[src/hw/gisa_pkg.sv]
// Constants and carrier types for the global interrupt source aggregator.
// Assumes an eight-channel device with a byte-wide parallel host register bus.
package gisa_pkg;

  // ************************************************************
  // Sizes
  // ************************************************************
  localparam int unsigned NUM_CHAN  = 8;   // Channels served
  localparam int unsigned CODE_W    = 3;   // Bits of source code per channel
  localparam int unsigned ADDR_W    = 8;   // Host address width
  localparam int unsigned DATA_W    = 8;   // Host data width
  localparam int unsigned SYNC_W    = 11;  // Strobes plus address through the synchroniser

  // ************************************************************
  // Register offsets
  // ************************************************************
  localparam logic [7:0] GLOBAL_BASE       = 8'h80;  // Device configuration window
  localparam logic [7:0] OFS_PENDING_MAP   = 8'h80;  // channel_pending_map
  localparam logic [7:0] OFS_CODE_LOW      = 8'h81;  // source_code_low
  localparam logic [7:0] OFS_CODE_MID      = 8'h82;  // source_code_mid
  localparam logic [7:0] OFS_CODE_HIGH     = 8'h83;  // source_code_high
  localparam logic [7:0] OFS_TIMER_COMMAND = 8'h84;  // timer_command_reg, read clears timer
  localparam logic [7:0] OFS_CH0_IDENT     = 8'h02;  // Channel 0 channel_irq_ident_reg

  // ************************************************************
  // Reset values and codes
  // ************************************************************
  localparam logic [7:0]  RESET_BYTE   = 8'h00;     // All four registers after reset
  localparam logic [SYNC_W-1:0] SYNC_IDLE = 11'h700; // Strobes high, address zero
  localparam logic [23:0] RESET_CODES  = 24'h00_0000;
  localparam logic [2:0]  CODE_NONE    = 3'h0;      // None or wake-up indicator
  localparam logic [2:0]  CODE_TIMER   = 3'h7;      // Timer time-out, channel 0 only

  // ************************************************************
  // Types
  // ************************************************************
  typedef logic [CODE_W-1:0] code_t;

  // Synchronised host bus sample
  typedef struct packed {
    logic       csN;
    logic       rdN;
    logic       wrN;
    logic [7:0] addr;
  } host_bus_t;

  // Per-channel request as seen by one slot
  typedef struct packed {
    logic  req;     // Channel requests service
    logic  enable;  // Channel interrupt enable from its own enable register
    code_t code;    // Channel's own encoded source
  } chan_req_t;

  typedef enum {
    BUS_IDLE,
    BUS_READ
  } bus_state_t;

endpackage : gisa_pkg

[src/hw/gisa_channel_slot.sv]
// One channel slot: gates a channel request into a pending bit and source code.
// Assumes the request and code come from channel logic on the same clock.
`timescale 1ns/10ps
module gisa_channel_slot #(
  parameter bit IS_CHAN0 = 1'b0   // Channel 0 may carry the timer code
) (
  input  gisa_pkg::chan_req_t chanIn,
  output logic                pending,
  output gisa_pkg::code_t     code
);

  // ************************************************************
  // Gating
  // ************************************************************
  // Disabled channels and reserved codes never raise pending
  logic reservedCode;  // Timer code seen on a channel other than 0

  always_comb
  begin
    reservedCode = !IS_CHAN0 && (chanIn.code == gisa_pkg::CODE_TIMER);
    pending      = chanIn.req && chanIn.enable && !reservedCode;
    code         = pending ? chanIn.code : gisa_pkg::CODE_NONE;
  end

endmodule : gisa_channel_slot

[src/hw/global_interrupt_source_aggregator.sv]
// Global interrupt source aggregator: pending map and source locator registers.
// Assumes asynchronous host strobes on pins and channel logic on clk.
`timescale 1ns/10ps
module global_interrupt_source_aggregator (
  input  wire logic                 clk,
  input  wire logic                 rstn,
  // Host parallel bus pins
  input  wire logic                 csN,
  input  wire logic                 iorN,
  input  wire logic                 iowN,
  input  wire logic [7:0]           addr,
  input  wire logic [7:0]           dataIn,
  output logic      [7:0]           dataOut,
  output logic                      dataOeN,
  // Channel logic, same clock
  input  wire logic [7:0]           chanReq,
  input  wire logic [7:0]           chanIrqEnable,
  input  wire logic [23:0]          chanCode,
  // Global controls, same clock
  input  wire logic                 timerTimeout,
  input  wire logic                 timerIrqEnable,
  input  wire logic [7:0]           chanAsleep,
  input  wire logic                 wakeIrqEnable,
  // Visible state
  output logic      [7:0]           pendingMap,
  output logic      [23:0]          sourceCodes,
  output logic                      timerPending,
  output logic                      wakePending
);

  // ************************************************************
  // Pin synchroniser
  // ************************************************************
  logic [gisa_pkg::SYNC_W-1:0] syncMeta_q;  // First stage, read only by second
  logic [gisa_pkg::SYNC_W-1:0] syncMeta_d;
  logic [gisa_pkg::SYNC_W-1:0] syncOut_q;   // Second stage, safe to use
  logic [gisa_pkg::SYNC_W-1:0] syncOut_d;
  gisa_pkg::host_bus_t         bus;         // Synchronised bus view
  logic                        rdLast_q;    // Previous synchronised read strobe
  logic                        rdLast_d;

  // Next values of the two stages
  always_comb
  begin
    syncMeta_d = {csN, iorN, iowN, addr};
    syncOut_d  = syncMeta_q;
    rdLast_d   = bus.rdN;
  end

  // Strobes reset high so no phantom access after reset
  always_ff @(posedge clk or negedge rstn)
  begin
    if (!rstn)
    begin
      syncMeta_q <= gisa_pkg::SYNC_IDLE;
      syncOut_q  <= gisa_pkg::SYNC_IDLE;
      rdLast_q   <= 1'b1;
    end
    else
    begin
      syncMeta_q <= syncMeta_d;
      syncOut_q  <= syncOut_d;
      rdLast_q   <= rdLast_d;
    end
  end

  assign bus = gisa_pkg::host_bus_t'(syncOut_q);

  // ************************************************************
  // Access decode
  // ************************************************************
  logic rdStart;      // One-cycle pulse at the start of a selected read
  logic rdGlobal;     // Read hits one of the four aggregate registers
  logic rdTimerCmd;   // Read of the timer command register
  logic rdCh0Ident;   // Read of channel 0 identification register

  // Address held stable by host while strobe is low, so synced copy is coherent
  always_comb
  begin
    rdStart    = rdLast_q && !bus.rdN && !bus.csN;
    rdGlobal   = 1'b0;
    rdTimerCmd = 1'b0;
    rdCh0Ident = 1'b0;
    if (bus.addr >= gisa_pkg::OFS_PENDING_MAP && bus.addr <= gisa_pkg::OFS_CODE_HIGH)
    begin
      rdGlobal = rdStart;  // No side effect on these reads
    end
    else if (bus.addr == gisa_pkg::OFS_TIMER_COMMAND)
    begin
      rdTimerCmd = rdStart;
    end
    else if (bus.addr == gisa_pkg::OFS_CH0_IDENT)
    begin
      rdCh0Ident = rdStart;
    end
    else
    begin
      rdGlobal = 1'b0;  // Other addresses belong to other blocks
    end
  end

  // ************************************************************
  // Timer and wake flags
  // ************************************************************
  logic timerFlag_q;    // Timer time-out awaiting service
  logic timerFlag_d;
  logic wakeFlag_q;     // Wake-up awaiting service
  logic wakeFlag_d;
  logic allSlept_q;     // Every channel was asleep
  logic allSlept_d;
  logic allAsleepNow;   // Every channel asleep this cycle

  // Set wins over clear so a time-out in the reading cycle is kept
  always_comb
  begin
    allAsleepNow = &chanAsleep;
    timerFlag_d  = timerFlag_q;
    if (timerTimeout && timerIrqEnable)  // Masked by timer control only
    begin
      timerFlag_d = 1'b1;
    end
    else if (rdTimerCmd)
    begin
      timerFlag_d = 1'b0;
    end
    allSlept_d = allAsleepNow ? 1'b1 : (allSlept_q && !(!allAsleepNow));
    if (!allAsleepNow)
    begin
      allSlept_d = 1'b0;  // Any waking channel ends the all-asleep span
    end
    wakeFlag_d = wakeFlag_q;
    if (allSlept_q && !allAsleepNow && wakeIrqEnable)
    begin
      wakeFlag_d = 1'b1;
    end
    else if (rdCh0Ident)
    begin
      wakeFlag_d = 1'b0;
    end
  end

  // Flags start clear
  always_ff @(posedge clk or negedge rstn)
  begin
    if (!rstn)
    begin
      timerFlag_q <= 1'b0;
      wakeFlag_q  <= 1'b0;
      allSlept_q  <= 1'b0;
    end
    else
    begin
      timerFlag_q <= timerFlag_d;
      wakeFlag_q  <= wakeFlag_d;
      allSlept_q  <= allSlept_d;
    end
  end

  // ************************************************************
  // Channel slots
  // ************************************************************
  logic [7:0]  slotPending;  // Gated pending per channel
  logic [23:0] slotCodes;    // Gated codes, channel n at 3n+2..3n

  genvar ch;
  generate
    for (ch = 0; ch < gisa_pkg::NUM_CHAN; ch++)
    begin : gSlot
      gisa_pkg::chan_req_t slotIn;  // Bundled request of this channel
      assign slotIn = '{req: chanReq[ch], enable: chanIrqEnable[ch],
                        code: chanCode[3*ch +: 3]};
      gisa_channel_slot #(
        .IS_CHAN0 (ch == 0)
      ) uSlot (
        .chanIn  (slotIn),
        .pending (slotPending[ch]),
        .code    (slotCodes[3*ch +: 3])
      );
    end
  endgenerate

  // ************************************************************
  // Aggregate registers
  // ************************************************************
  logic [7:0]  pending_q;  // channel_pending_map contents
  logic [7:0]  pending_d;
  logic [23:0] codes_q;    // source_code_high/mid/low contents
  logic [23:0] codes_d;

  // Channel 0 priority: own source, then timer, then wake with code zero
  always_comb
  begin
    pending_d = slotPending;  // Follows requests, so clears when channel clears
    codes_d   = slotCodes;
    if (!slotPending[0] && timerFlag_q)
    begin
      pending_d[0]  = 1'b1;
      codes_d[2:0]  = gisa_pkg::CODE_TIMER;
    end
    else if (!slotPending[0] && wakeFlag_q)
    begin
      pending_d[0]  = 1'b1;
      codes_d[2:0]  = gisa_pkg::CODE_NONE;
    end
    else
    begin
      pending_d[0]  = slotPending[0];
    end
  end

  // Register snapshot, zero after reset
  always_ff @(posedge clk or negedge rstn)
  begin
    if (!rstn)
    begin
      pending_q <= gisa_pkg::RESET_BYTE;
      codes_q   <= gisa_pkg::RESET_CODES;
    end
    else
    begin
      pending_q <= pending_d;
      codes_q   <= codes_d;
    end
  end

  // ************************************************************
  // Read data path
  // ************************************************************
  gisa_pkg::bus_state_t state_q;    // Bus read state
  gisa_pkg::bus_state_t state_d;
  logic [7:0]           rdData_q;   // Byte driven on the data pins
  logic [7:0]           rdData_d;

  // Capture at read start, release when strobe or select rises
  always_comb
  begin
    state_d  = state_q;
    rdData_d = rdData_q;
    case (state_q)
      gisa_pkg::BUS_IDLE:
      begin
        if (rdGlobal)
        begin
          state_d = gisa_pkg::BUS_READ;
          if (bus.addr == gisa_pkg::OFS_PENDING_MAP)
          begin
            rdData_d = pending_q;
          end
          else if (bus.addr == gisa_pkg::OFS_CODE_LOW)
          begin
            rdData_d = codes_q[7:0];
          end
          else if (bus.addr == gisa_pkg::OFS_CODE_MID)
          begin
            rdData_d = codes_q[15:8];
          end
          else
          begin
            rdData_d = codes_q[23:16];
          end
        end
      end
      gisa_pkg::BUS_READ:
      begin
        if (bus.rdN || bus.csN)
        begin
          state_d = gisa_pkg::BUS_IDLE;
        end
      end
      default:
      begin
        state_d = gisa_pkg::BUS_IDLE;
      end
    endcase
  end

  // Writes are never decoded, so they cannot alter anything
  always_ff @(posedge clk or negedge rstn)
  begin
    if (!rstn)
    begin
      state_q  <= gisa_pkg::BUS_IDLE;
      rdData_q <= gisa_pkg::RESET_BYTE;
    end
    else
    begin
      state_q  <= state_d;
      rdData_q <= rdData_d;
    end
  end

  // ************************************************************
  // Outputs
  // ************************************************************
  assign dataOut      = rdData_q;
  assign dataOeN      = (state_q != gisa_pkg::BUS_READ);  // Low while driving
  assign pendingMap   = pending_q;
  assign sourceCodes  = codes_q;
  assign timerPending = timerFlag_q;
  assign wakePending  = wakeFlag_q;

endmodule : global_interrupt_source_aggregator

[config.mk]
export PLATFORM = sky130hd
export DESIGN_NAME = global_interrupt_source_aggregator
export DESIGN_NICKNAME = d
export VERILOG_FILES = /design/src/hw/gisa_pkg.sv /design/src/hw/gisa_channel_slot.sv /design/src/hw/global_interrupt_source_aggregator.sv
export SDC_FILE = /design/constraint.sdc
export NUM_CORES = 1
export LEC_CHECK = 0
export BUFFER_PORTS_ARGS = -buffer_cell sky130_fd_sc_hd__clkbuf_2
export CAP_MARGIN = 20
export CORE_ASPECT_RATIO = 1.2
export CORE_MARGIN = 4
export CORE_UTILIZATION = 45
export CTS_BUF_LIST = sky130_fd_sc_hd__clkbuf_8 sky130_fd_sc_hd__clkbuf_16
export DETAILED_ROUTE_END_ITERATION = 10
export HOLD_SLACK_MARGIN = 0.03
export PLACE_DENSITY = 0.78
export SETUP_SLACK_MARGIN = 0.3
export SLEW_MARGIN = 20
export SYNTH_ARGS = -nofsm -noshare
export SYNTH_HDL_FRONTEND = slang
export SYNTH_SLANG_ARGS = --single-unit
[constraint.sdc]
create_clock -name clk -period 4.6 [get_ports clk]
set_input_delay 0.92 -clock clk [delete_from_list [all_inputs] [get_ports clk]]
set_output_delay 0.92 -clock clk [all_outputs]
set_load 0.02 [all_outputs]
==> Yosys cells after proc, flatten, opt, wreduce, memory -nomap -nowiden <==
Index checks and enable logic that the tools add are counted.
{ "totals": {"ff_bits": 98, "inputBits": 72, "out_inout_bits": 43, "word_cells": 98} }
{ "classes": {"order_cmp": 2, "eq_ne": 16, "mux": 29, "reduce_logical": 41} }
{ "ops": {"columns": ["cell", "count"], "rows": [
  ["32-bit 2-to-1 mux", 2],
  ["32-bit one-hot mux with 2 select lines", 1],
  ["32-bit by 1-bit == test with 1-bit output (second input constant)", 1],
  ["8-bit == test (second input constant)", 4],
  ["32-bit logical NOT", 1],
  ["32-bit by 2-bit != test with 1-bit output (second input constant)", 1],
  ["3-bit 2-to-1 mux", 10],
  ["8-bit 2-to-1 mux", 3],
  ["1-bit logical AND", 23],
  ["3-bit == test (second input constant)", 7],
  ["1-bit 2-to-1 mux", 13],
  ["1-bit logical NOT", 11],
  ["8-bit by 2-bit == test with 1-bit output (second input constant)", 1],
  ["8-bit >= comparator (second input constant)", 1],
  ["8-bit less-or-equal comparator (second input constant)", 1],
  ["8-bit AND reduction", 1],
  ["2-bit != test (second input constant)", 2],
  ["2-bit AND reduction", 2],
  ["2-bit nonzero test", 2],
  ["1-bit logical OR", 1]
]} }

==> Longest topological paths before layout <==
Gate-level depths: netlist (run 1).
{ "logic_depth": {"depth_word": 8, "depth_mapped": 5, "depth_no_buf": 3} }

==> By module <==
From an unflattened synthesis (run 1), not the netlist that was laid out.
{ "hier_totals": {"hier_cells": 207, "hier_area_um2": 2592.5} }
{ "by_module_without_submodules": {"columns": ["module", "n_inst", "cells_per_inst", "area_per_inst_um2", "seq_area_each_um2"], "rows": [
  ["global_interrupt_source_aggregator", 1, 147, 2198.4, 1632.8],
  ["gisa_channel_slot (gSlot[1].uSlot ...)", 7, 8, 52.6, 0.0],
  ["gisa_channel_slot (gSlot[0].uSlot)", 1, 4, 26.3, 0.0]
]} }

==> Worst setup path before layout (run 1) <==
No wires, ideal clock.
{ "synth_timing": {"kind": "register to register", "from": "register rdLast_q", "to": "register rdData_q[0] (netlist: dataOut[0])", "setup_ns": 0.096, "t_arrival_ns": 1.742, "required_ns": 4.504, "setup_slack_ns": 2.762, "stages_incl_launch_ff": 6, "n_path_buf": 2, "period_less_slack_ns": 1.838, "cell_sequence": "dfstp_2 or4b_1 buf_2 or3_1 buf_6 o31ai_1"} }
{ "synth_between": {"elab_chain_cells": 4} }
{ "synth_lines": {"columns": ["element", "line", "rtl"], "rows": [
  ["start, declared", "global_interrupt_source_aggregator.sv:39", "logic rdLast_q;"],
  ["start signal, assigned", "global_interrupt_source_aggregator.sv:63", "rdLast_q <= rdLast_d;"],
  ["1-bit logical AND (2 in a row)", "global_interrupt_source_aggregator.sv:80", "rdStart = rdLast_q && !bus.rdN && !bus.csN;"],
  ["1-bit 2-to-1 mux", "global_interrupt_source_aggregator.sv:84", "if (bus.addr >= gisa_pkg::OFS_PENDING_MAP && bus.addr <= gisa_pkg::OFS_CODE_HIGH)"],
  ["2-bit AND reduction (no line)", null, null],
  ["end signal, assigned", "global_interrupt_source_aggregator.sv:283", "rdData_q <= gisa_pkg::RESET_BYTE;"],
  ["end signal, assigned", "global_interrupt_source_aggregator.sv:288", "rdData_q <= rdData_d;"],
  ["end, declared", "global_interrupt_source_aggregator.sv:231", "logic [7:0] rdData_q;"]
]} }
No other way between the ends.
A chain may end at the register's enable or synchronous reset.

==> Worst setup path after layout (run 1) <==
{ "layout_timing": {"from": "register syncOut_q, in the netlist bus[0]", "to": "register rdData_q[0] (netlist: dataOut[0])"} }
{ "layout_between": {"elab_chain_cells": 4, "elab_cells_between_ends": 11, "cone_classes": "order compare (2); eq/ne (3); mux (4); reduce/logical (2)"} }
{ "layout_lines": {"columns": ["element", "line", "rtl"], "rows": [
  ["start, declared", "global_interrupt_source_aggregator.sv:36", "logic [gisa_pkg::SYNC_W-1:0] syncOut_q;"],
  ["start signal, assigned", "global_interrupt_source_aggregator.sv:56", "syncOut_q <= gisa_pkg::SYNC_IDLE;"],
  ["start signal, assigned", "global_interrupt_source_aggregator.sv:62", "syncOut_q <= syncOut_d;"],
  ["8-bit >= comparator (tied with other cells)", "global_interrupt_source_aggregator.sv:84", null],
  ["1-bit logical AND / 8-bit 2-to-1 mux (equally long branches)", "global_interrupt_source_aggregator.sv:84, global_interrupt_source_aggregator.sv:253", null],
  ["1-bit 2-to-1 mux / 8-bit 2-to-1 mux (equally long branches)", "global_interrupt_source_aggregator.sv:84, global_interrupt_source_aggregator.sv:249", null],
  ["2-bit AND reduction (no line) / 8-bit 2-to-1 mux (equally long branches)", null, null]
]} }
Parallel ways exist; a longest one is shown, timed or not.

==> impl_metrics.yaml, run 1 <==
timing:
  grt_setup_unrepaired: "false"
  finalCritPeriodShare_pct: 45.61
  max_slew_margin_pct: 31.29
  tightest_slew_ns: 1.025
  fin_crit_ns: 2.098
  fmax_mhz: 476.7
  setup_viol: 0
  fin_setup_tns_ns: 0
  hold_violations: 0
  slew_viol_final: 0
  finClkSkew_ns: 0.007814
placement:
  hpwl_mm: 4.197
  placed_cell_area_sq_mm: 0.003003
  place_congestion: 0.7569
  io_buffers: 105
floorplan:
  core_area_sq_mm: 0.005298
  io_pins: 115
  chipHeight_microns: 88.77
  start_util_pct: 46.17
  dieArea_sq_mm: 0.006684
  row_count: 29
  fp.dieW_microns: 75.31
finish:
  area_delta_synth_final_pct: 31.71
  antennaDiodeCount: 0
  nets: 365
  drive_above_1_share_pct: 49.66
  post-route-cell-area_sq_mm: 0.003222
grt:
  grt_pass1_wl_mm: 8.556
  grt_pass1_vias: 1826
  antenna_found_initial: 0
  grt_use_total_pct: 17.46
  grt_max_degree: 66
  grt_overflow: 0
detailed_routing:
  routed_wl_mm: 5.553
  vias: 1887
  viasPerCell: 5.242
  drt-pass1-iter-count: 4
  wl_per_cell_microns: 15.43
  drtIter0Drc: 133
  drc: 0
  antenna_left: 0
yosys:
  syn_area_sq_mm: 0.002446
  ys_ff_latch: 65
  synth-edff-count: 0
  synth_ff_type: "dfrtp_1"
  syn_avg_cell_area_sq_um: 13.15
  async_flop_share_pct: 100.0
  syn-num-nets: 258
  yosys_warnings: 0
  synth_cells: 186
  ys_types: 28
  ys_seq_area_share_pct: 66.75
clock_tree:
  root_buffer: "clkbuf_8"
  cts_tree: "built"
  cts.clk_slew.worst_paths_ns: 0.07
  cts_hold_buffers: 0
  ctsLongestPathBuffers: 2
  clk_latency_ns: 0.33
  h-tree-depth: 3
  cts_num_sinks: 65
  cts_setup_buffers: 0
  cts_resized: 0
  cts_buffers: 9
pwr:
  cellPowerDensity_mw_per_mm2: 384.6
  p_leak_uw: 0.001577
  power.total_uw: 1239
  vdd_ir_drop_max_mv: 0.2122
worst_setup_path:
  cp_data_arrival_time_ns: 2.34
  crit_fanout: 19
  crit_path_start_kind: "register"
  critPathBufInv: 0
  cp_cell_sequence: "a211oi_1 -> o32ai_1 -> o31ai_1"
  cpLargestDelayFamily: "compound AO/OA/AOI/OAI gates"
  slowest_delay_ns: 0.92
  critPathSlowestCell: "a211oi_1"
  required_ns: 4.84
  crit_type: "reg -> reg"
  worst_setup_path_end_kind: "register"
status:
  status: "finished clean"
min_path:
  min_path_type: "reg -> reg"
run:
  cap_violations: 0
## final timing paths
kind / from / endpoint / slack, ns / depth (start not counted)
worst max-delay path: bus[0] / dataOut[0] / 2.50 / 3
worst min-delay path: syncMeta_q[1] / bus[1] / 0.35 / 0
worst max register to register: bus[0] / dataOut[0] / 2.50 / 3
worst min register to register: syncMeta_q[1] / bus[1] / 0.35 / 0
max in group asynchronous: rstn / sourceCodes[4] / 3.35 / 2
min in group asynchronous: rstn / bus[5] / 0.74 / 2
## stage by stage
step	util, %	hold WS, ns	worst slack (ns)	instances
floorplan	-	0.3312	2.762	186
global placement	56.68	0.3353	2.514	344
detailed placement	56.68	0.3355	2.494	344
CTS	60.82	0.3512	2.463	360
global route	60.82	0.3603	2.441	360
finish	60.82	0.3496	2.502	360
## cells in the mapped netlist (3+ instances only)
cell type	count	area share, %
or4b_2	8	3.3
and2_1	21	5.4
or2_2	9	2.3
a31o_2	3	1.1
nand2_1	10	1.5
clkbuf_1	6	0.92
o32ai_1	8	2.9
a31oi_1	7	1.8
dfstp_2	5	5.4
or4b_1	3	1.2
a21oi_1	8	1.6
o31ai_1	17	5.2
dfrtp_1	60	61
## worst reg2reg max path, stage by stage (launching register included)
cell	delay, ns
dfrtp_1	0.54
a211oi_1	0.93
o32ai_1	0.27
o31ai_1	0.27
## cell type report
class	instances	area, sq um
clock inverters	7	95.09
multi-input cells	109	752.0
well taps	62	77.57
repair buffers	106	533.0
clock buffers	9	123.9
inverters	2	7.507
fillers	427	2076
flip-flops and latches	65	1633
## routing by layer
layer | wire length (microns) | track usage (%) | vias up
met1 | 2181 | 21.91 | 896
met2 | 2841 | 28.44 | 77
met3 | 398 | 4.318 | 10
met4 | 130 | 7.631 | 0
li1 | - | - | 904
met5 | 0 | 0 | -
## flip-flops by register name, summed over array words and instances (netlist names)
signal	count
timerPending	1
sourceCodes	24
state_q	1
dataOut	8
syncMeta_q	10
allSlept_q	1
wakePending	1
pendingMap	8
rdLast_q	1
bus	10
## cells by family (layout without fill, tap and decap cells)
| group | Yosys count | count (layout) | synth area share, % |
|---|---|---|---|
| flip-flops | 65 | 65 | 66.75 |
| AND/OR/NAND/NOR | 60 | 60 | 16.27 |
| AO/OA/AOI/OAI | 49 | 49 | 14.48 |
| buffers and inverters | 12 | 124 | 2.506 |
## report_power, final
part           internal, uW  total, uW  switching (uW)
clock network           303        517             214
logic                  46.9        108            60.8
registers               596        614            17.7
total                   947       1240             292
## cells in the final DEF (no fill, tap or decap), types with 5 or more instances in the layout
master / count
dfstp_2: 5
a21oi_1: 8
clkbuf_8: 9
o32ai_1: 8
o31ai_1: 17
or4b_2: 8
dfrtp_1: 60
nand2_1: 10
clkbuf_2: 104
a31oi_1: 7
or2_2: 9
and2_1: 21
No activity file was read; power rests on OpenSTA's default activity.
==> run 2: changes to the inputs <==
ABC_AREA = 1   (was unset)
PLACE_DENSITY = 0.76   (was 0.78)
clock period = 2.05 ns   (was 4.6 ns; I/O delays follow)
==> run 2 against run 1 <==
Effect of this change: global-route usage shrank 0.30 points; critical endpoint is now dataOut[7]; design area grew 12%; power grew 120%; combinational power grew 140%; via count grew 20%; largest power group unchanged; clock power grew 120%; largest cell class unchanged; worst hold slack lost 0.28 ns; die area grew 12%; sequential share of layout area shrank 5.4 points; fmax grew 38%; synthesized area grew 13%; final cell count grew 36%.
==> impl_metrics.yaml, run 2 <==
status:
  status: "finished clean"
worst_setup_path:
  crit_fanout: 22
  r2r_cells: 9
  crit_type: "reg -> reg"
  worst_setup_path_end_kind: "register"
  regToRegStartpoint: "bus[6]"
  r2r-end: "dataOut[7]"
  crit_path_start_kind: "register"
  cp_data_arrival_time_ns: 1.79
  ff2ff_setup_slack_ns: 0.53
  required_ns: 2.32
clock_tree:
  clk_latency_ns: 0.33
  cts_tree: "built"
  cts.clk_slew.worst_paths_ns: 0.07
  cts_setup_buffers: 0
  cts_hold_buffers: 0
  cts_buffers: 9
  cts_resized: 0
  cts_num_sinks: 65
  h-tree-depth: 3
  root_buffer: "clkbuf_8"
  ctsLongestPathBuffers: 2
min_path:
  min_path_type: "in -> async"
detailed_routing:
  wl_per_cell_microns: 12.63
  drc: 0
  routed_wl_mm: 6.188
  drtIter0Drc: 119
  viasPerCell: 4.635
  drt-pass1-iter-count: 4
  antenna_left: 0
  vias: 2271
floorplan:
  start_util_pct: 46.08
  core_area_sq_mm: 0.006012
  io_pins: 115
  chipHeight_microns: 93.95
  dieArea_sq_mm: 0.007481
  row_count: 31
  fp.dieW_microns: 79.63
finish:
  layout_commonest_cell: "clkbuf_2"
  area_delta_synth_final_pct: 30.08
  drive_above_1_share_pct: 34.56
  nets: 475
  post-route-cell-area_sq_mm: 0.003603
  layout_common_cells: "clkbuf_2 (104), inv_1 (76), dfrtp_1 (60), nand2_1 (55), o2111ai_1 (22)"
  antennaDiodeCount: 0
  largest_reg_flops: 24
grt:
  antenna_found_initial: 0
  grt_overflow: 0
  grt_use_total_pct: 17.16
  grt_max_degree: 66
  grt_pass1_vias: 2145
  grt_pass1_wl_mm: 9.825
pwr:
  vdd_ir_drop_max_mv: 0.5623
  power.total_uw: 2738
  cellPowerDensity_mw_per_mm2: 759.7
  p_leak_uw: 0.002178
yosys:
  synth_top_area_share_pct: 54.20
  synth_most_common_cell: "inv_1"
  synth_area_leader_cell: "dfrtp_1"
  synth_ff_type: "dfrtp_1"
  yosys_warnings: 0
  ys_seq_area_share_pct: 58.94
  ys_ff_latch: 65
  syn-num-nets: 361
  async_flop_share_pct: 100.0
  synth-edff-count: 0
  synth_commonest_cells: "inv_1 (76), dfrtp_1 (60), nand2_1 (55), o2111ai_1 (22), nand3_1 (17)"
  ys_types: 23
  syn_avg_cell_area_sq_um: 9.585
  syn_area_sq_mm: 0.002770
  synth_area_leaders: "dfrtp_1 (54%), inv_1 (10%), nand2_1 (7.5%)"
  synth_cells: 289
timing:
  hold_violations: 0
  slew_viol_final: 0
  fin_crit_ns: 1.524
  tightest_slew_ns: 0.4685
  grt_setup_unrepaired: "false"
  max_slew_margin_pct: 68.37
  fmax_mhz: 656.0
  setup_viol: 0
  fin_setup_tns_ns: 0
  finClkSkew_ns: 0.01102
  finalCritPeriodShare_pct: 74.36
placement:
  place_congestion: 0.8162
  hpwl_mm: 4.935
  placed_cell_area_sq_mm: 0.003388
  io_buffers: 105
run:
  cap_violations: 0
[run 2: cell count changes after synthesis, moves of 7 or more]
cell       change
a31oi_1        -7
o21ai_1        +7
o311ai_0       +7
nand2_1       +45
inv_1         +74
and2_1        -21
a21oi_1        -7
or4b_2         -8
o31ai_1       -17
o32ai_1        -8
nor2_1        +15
o2111ai_1     +22
or2_2          -9
nand3_1       +17
[run 2: cell families after synthesis]
kind of cell,Yosys count,share of synthesized area [%]
AOI/OAI and AO/OA,39,10.98
DFF,65,58.94
buffers and inverters,82,11.79
and+or+nand+nor,103,18.29
[run 2: per-stage QoR]
| stage | hold slack, ns | std cells | worst slack (ns) | util (%) |
|---|---|---|---|---|
| 2_1_floorplan | 0.1144 | 289 | 0.8154 | - |
| 3_3_place_gp | 0.3342 | 474 | 0.5525 | 56.36 |
| 3_5_place_dp | 0.3347 | 474 | 0.5435 | 56.36 |
| 4_1_cts | 0.08152 | 490 | 0.5160 | 59.94 |
| 5_1_grt | 0.08500 | 490 | 0.3805 | 59.94 |
| 6_report | 0.07092 | 490 | 0.5257 | 59.94 |
[run 2: power breakdown]
| group | total [uW] | switching (uW) | internal, uW |
|---|---|---|---|
| clock | 1120 | 461 | 659 |
| sequential | 1360 | 26.9 | 1330 |
| combinational | 256 | 163 | 93.0 |
[run 2: area by class of cell]
cell class / instances / area, sq um
tap: 82 / 102.6
clock inverter: 4 / 50.05
fill: 535 / 2409
inverter: 79 / 296.5
sequential: 65 / 1633
timing repair buffer: 106 / 545.5
multi-input combinational: 142 / 810.8
clock buffer: 12 / 165.2
[run 2: critical path: stages, from the launching register on]
cell and delay [ns]:
dfrtp_1 0.39, inv_2 0.05, nand2_2 0.07, nor2_8 0.32
nand2_1 0.16, nor2_4 0.21, o21ai_1 0.09, inv_1 0.05
nand2_1 0.06, nand2_1 0.05
[run 2: worst max path at each step]
stage | from | endpoint | slack [ns]
after floorplan | bus[6] | dataOut[0] | 0.82
final | bus[6] | dataOut[7] | 0.53
after CTS | bus[6] | dataOut[7] | 0.52
after global placement | bus[6] | dataOut[7] | 0.55
after detailed placement | bus[6] | dataOut[7] | 0.54
after global routing | bus[6] | dataOut[4] | 0.38
[run 2: routing by layer]
metal / GRT usage (%) / up-vias / wire [microns] / share of wire, %
met5: 0 / - / 0 / 0
met4: 7.020 / 0 / 114 / 1.8
met3: 5.566 / 10 / 451 / 7.3
met2: 28.20 / 66 / 3216 / 52
met1: 20.66 / 1042 / 2405 / 39
li1: - / 1153 / - / -
==> run 3: changes to the inputs <==
CORE_UTILIZATION = 43   (was 45)
clock period = 1.4 ns   (was 2.05 ns; I/O delays follow)
==> run 3 against run 2 <==
Effect of this change: the flow now finishes with violations (negative setup slack); clock-buffer cell count down 1; clock skew down 0.0034 ns; critical path depth unchanged; largest cell class unchanged.
==> impl_metrics.yaml, run 3 (synthesis gave the netlist of run 2 again) <==
finish:
  nets: 532
  drive_above_1_share_pct: 46.88
  regArea_sq_mm: 0.001633
  area_delta_synth_final_pct: 64.77
  multiInputGateArea_sq_um: 922.1
  layout_common_cells: "inv_1 (73), clkbuf_2 (61), dfrtp_1 (60), buf_4 (48), nand2_1 (46)"
  layout_commonest_cell: "inv_1"
  n_fill_cell: 396
  antennaDiodeCount: 0
  largest_reg_flops: 24
status:
  violations: "negative setup slack"
  status: "finished, violations left"
detailed_routing:
  antenna_left: 0
  drtIter0Drc: 127
  wl_per_cell_microns: 14.75
  viasPerCell: 4.905
  vias: 2683
  drt-pass1-iter-count: 4
  drc: 0
  routed_wl_mm: 8.068
worst_setup_path:
  cp_cell_sequence: "nor2_1 -> nand2_1 -> inv_2 -> nand2_1 -> nor2_4 -> o21ai_2 -> inv_1 -> nand2_1 -> nand2_2"
  cp_data_arrival_time_ns: 1.78
  endpoint: "dataOut[6]"
  slowest_delay_ns: 0.37
  path_depth: 9
  required_ns: 1.69
  startpoint: "bus[9]"
  crit_path_start_kind: "register"
  r2r_cells: 9
  cpLargestDelayFamily: "simple AND/OR/NAND/NOR gates"
  worst_setup_path_end_kind: "register"
  critPathBufInv: 2
  regToRegStartpoint: "bus[9]"
  critPathSlowestCell: "dfstp_2"
  ff2ff_setup_slack_ns: -0.1
  crit_fanout: 8
  r2r-end: "dataOut[6]"
  crit_type: "reg -> reg"
  cp_common_cell: "nand2_1"
pwr:
  cellPowerDensity_mw_per_mm2: 956.3
  pwr-share-clk_pct: 41.4
  power_frac_seq_pct: 45.9
  swShare_pct: 24.03
  combinationalPowerShare_pct: 12.7
  vdd_ir_drop_max_mv: 0.6914
  p_int_uw: 3316
  power.total_uw: 4365
  p_leak_uw: 0.002611
  p_sw_uw: 1049
grt:
  grt_max_degree: 66
  grt_overflow: 0
  grt_pass1_wl_mm: 13.05
  grt_use_total_pct: 22.39
  antenna_found_initial: 0
  grt_pass1_vias: 2829
floorplan:
  start_util_pct: 45.20
  io_pins: 115
  core_area_sq_mm: 0.006128
  chipHeight_microns: 95.93
  fp.dieW_microns: 81.27
  dieArea_sq_mm: 0.007796
  row_count: 31
placement:
  hpwl_mm: 5.037
  io_buffers: 105
  place_congestion: 0.8522
clock_tree:
  clk_latency_ns: 0.34
  cts_buffers: 9
  cts_num_sinks: 65
  cts_tree: "built"
  cts.clk_slew.worst_paths_ns: 0.07
  root_buffer: "clkbuf_8"
  h-tree-depth: 3
  ctsLongestPathBuffers: 2
timing:
  fin_setup_tns_ns: -0.3975
  max_slew_margin_pct: 66.15
  finClkSkew_ns: 0.007611
  grt_setup_unrepaired: "true"
  slew_viol_final: 0
  setup_viol: 8
  fmax_mhz: 668.3
  hold_ws_ns: 0.04384
  finalCritPeriodShare_pct: 106.9
  tightest_slew_ns: 0.5014
  hold_violations: 0
  finalWorstSetupSlack_ns: -0.09632
  fin_crit_ns: 1.496
min_path:
  min_path_type: "in -> reg"
run:
  cap_violations: 0
run 3: cell count changes in the layout (fill, tap and decap cells not counted), moves of 3 or more:
cell           before  now
inv_2               3    6
clkbuf_8           12   45
nand2_4             2    5
dlygate4sd3_1       0    4
clkbuf_2          104   61
buf_6               0    9
nand3_2             0    5
inv_1              76   73
o21ai_1             8    4
o21ai_2             0    5
nand2_2             3    9
nand2_1            55   46
nand3_1            17   12
buf_4               0   48
run 3: cell type report:
class / count / share of cell area (%)
flip-flops and latches: 65 / 35.77
inverters: 79 / 6.552
multi-input cells: 143 / 20.20
clock inverters: 5 / 1.727
well taps: 82 / 2.248
repair buffers: 162 / 30.18
clock buffers: 11 / 3.317
run 3: metal layers:
metal,wire length [microns],part of all wire (%),global-route usage (%),up-vias
li1,-,-,-,1270
met1,2861,35,24.36,1267
met2,4378,54,39.74,108
met3,452,5.6,5.899,38
met4,376,4.7,11.13,0
met5,0,0,0,-
run 3: how the worst min path moves through the flow:
stage	from	end	slack, ns	cells past startpoint
final	addr[7]	syncMeta_q[7]	0.04	1
after global routing	addr[7]	syncMeta_q[7]	0.02	1
after CTS	addr[6]	syncMeta_q[6]	0.03	1
after detailed placement	rstn	bus[4]	0.33	2
after global placement	rstn	syncMeta_q[5]	0.31	2
after floorplan	rstn	allSlept_q	-0.02	0
run 3: through the flow:
| stage | worst slack (ns) | utilization [%] | instance area, sq um | cells |
|---|---|---|---|---|
| after CTS | 0.05609 | 71.27 | 4368 | 538 |
| after detailed placement | 0.01969 | 56.12 | 3440 | 478 |
| after floorplan | 0.1749 | - | 2779 | 289 |
| final | -0.09632 | 74.48 | 4564 | 547 |
| after global placement | 0.06537 | 56.12 | 3440 | 478 |
| after global routing | -0.1726 | 74.48 | 4564 | 547 |
run 3: what timing repair did:
| item | in CTS | in global routing |
|---|---|---|
| hold endpoints to repair | 62 | 1 |
| buffers inserted | 39 | 8 |
| cloned | 2 | 0 |
| gates resized for setup | 83 | 48 |
| pin swaps | 2 | 21 |
| endpoints found under the setup margin | 54 | 57 |
| hold buffers | 3 | 1 |
run 3: power groups by stage:
stage | Sequential, uW | Combinational, uW | Clock, uW
final | 2000 | 554 | 1810
after global routing | 2010 | 603 | 1930
after CTS | 2000 | 508 | 1810
after detailed placement | 2030 | 390 | 0
after global placement | 2030 | 377 | 0
after floorplan | 2070 | 124 | 0
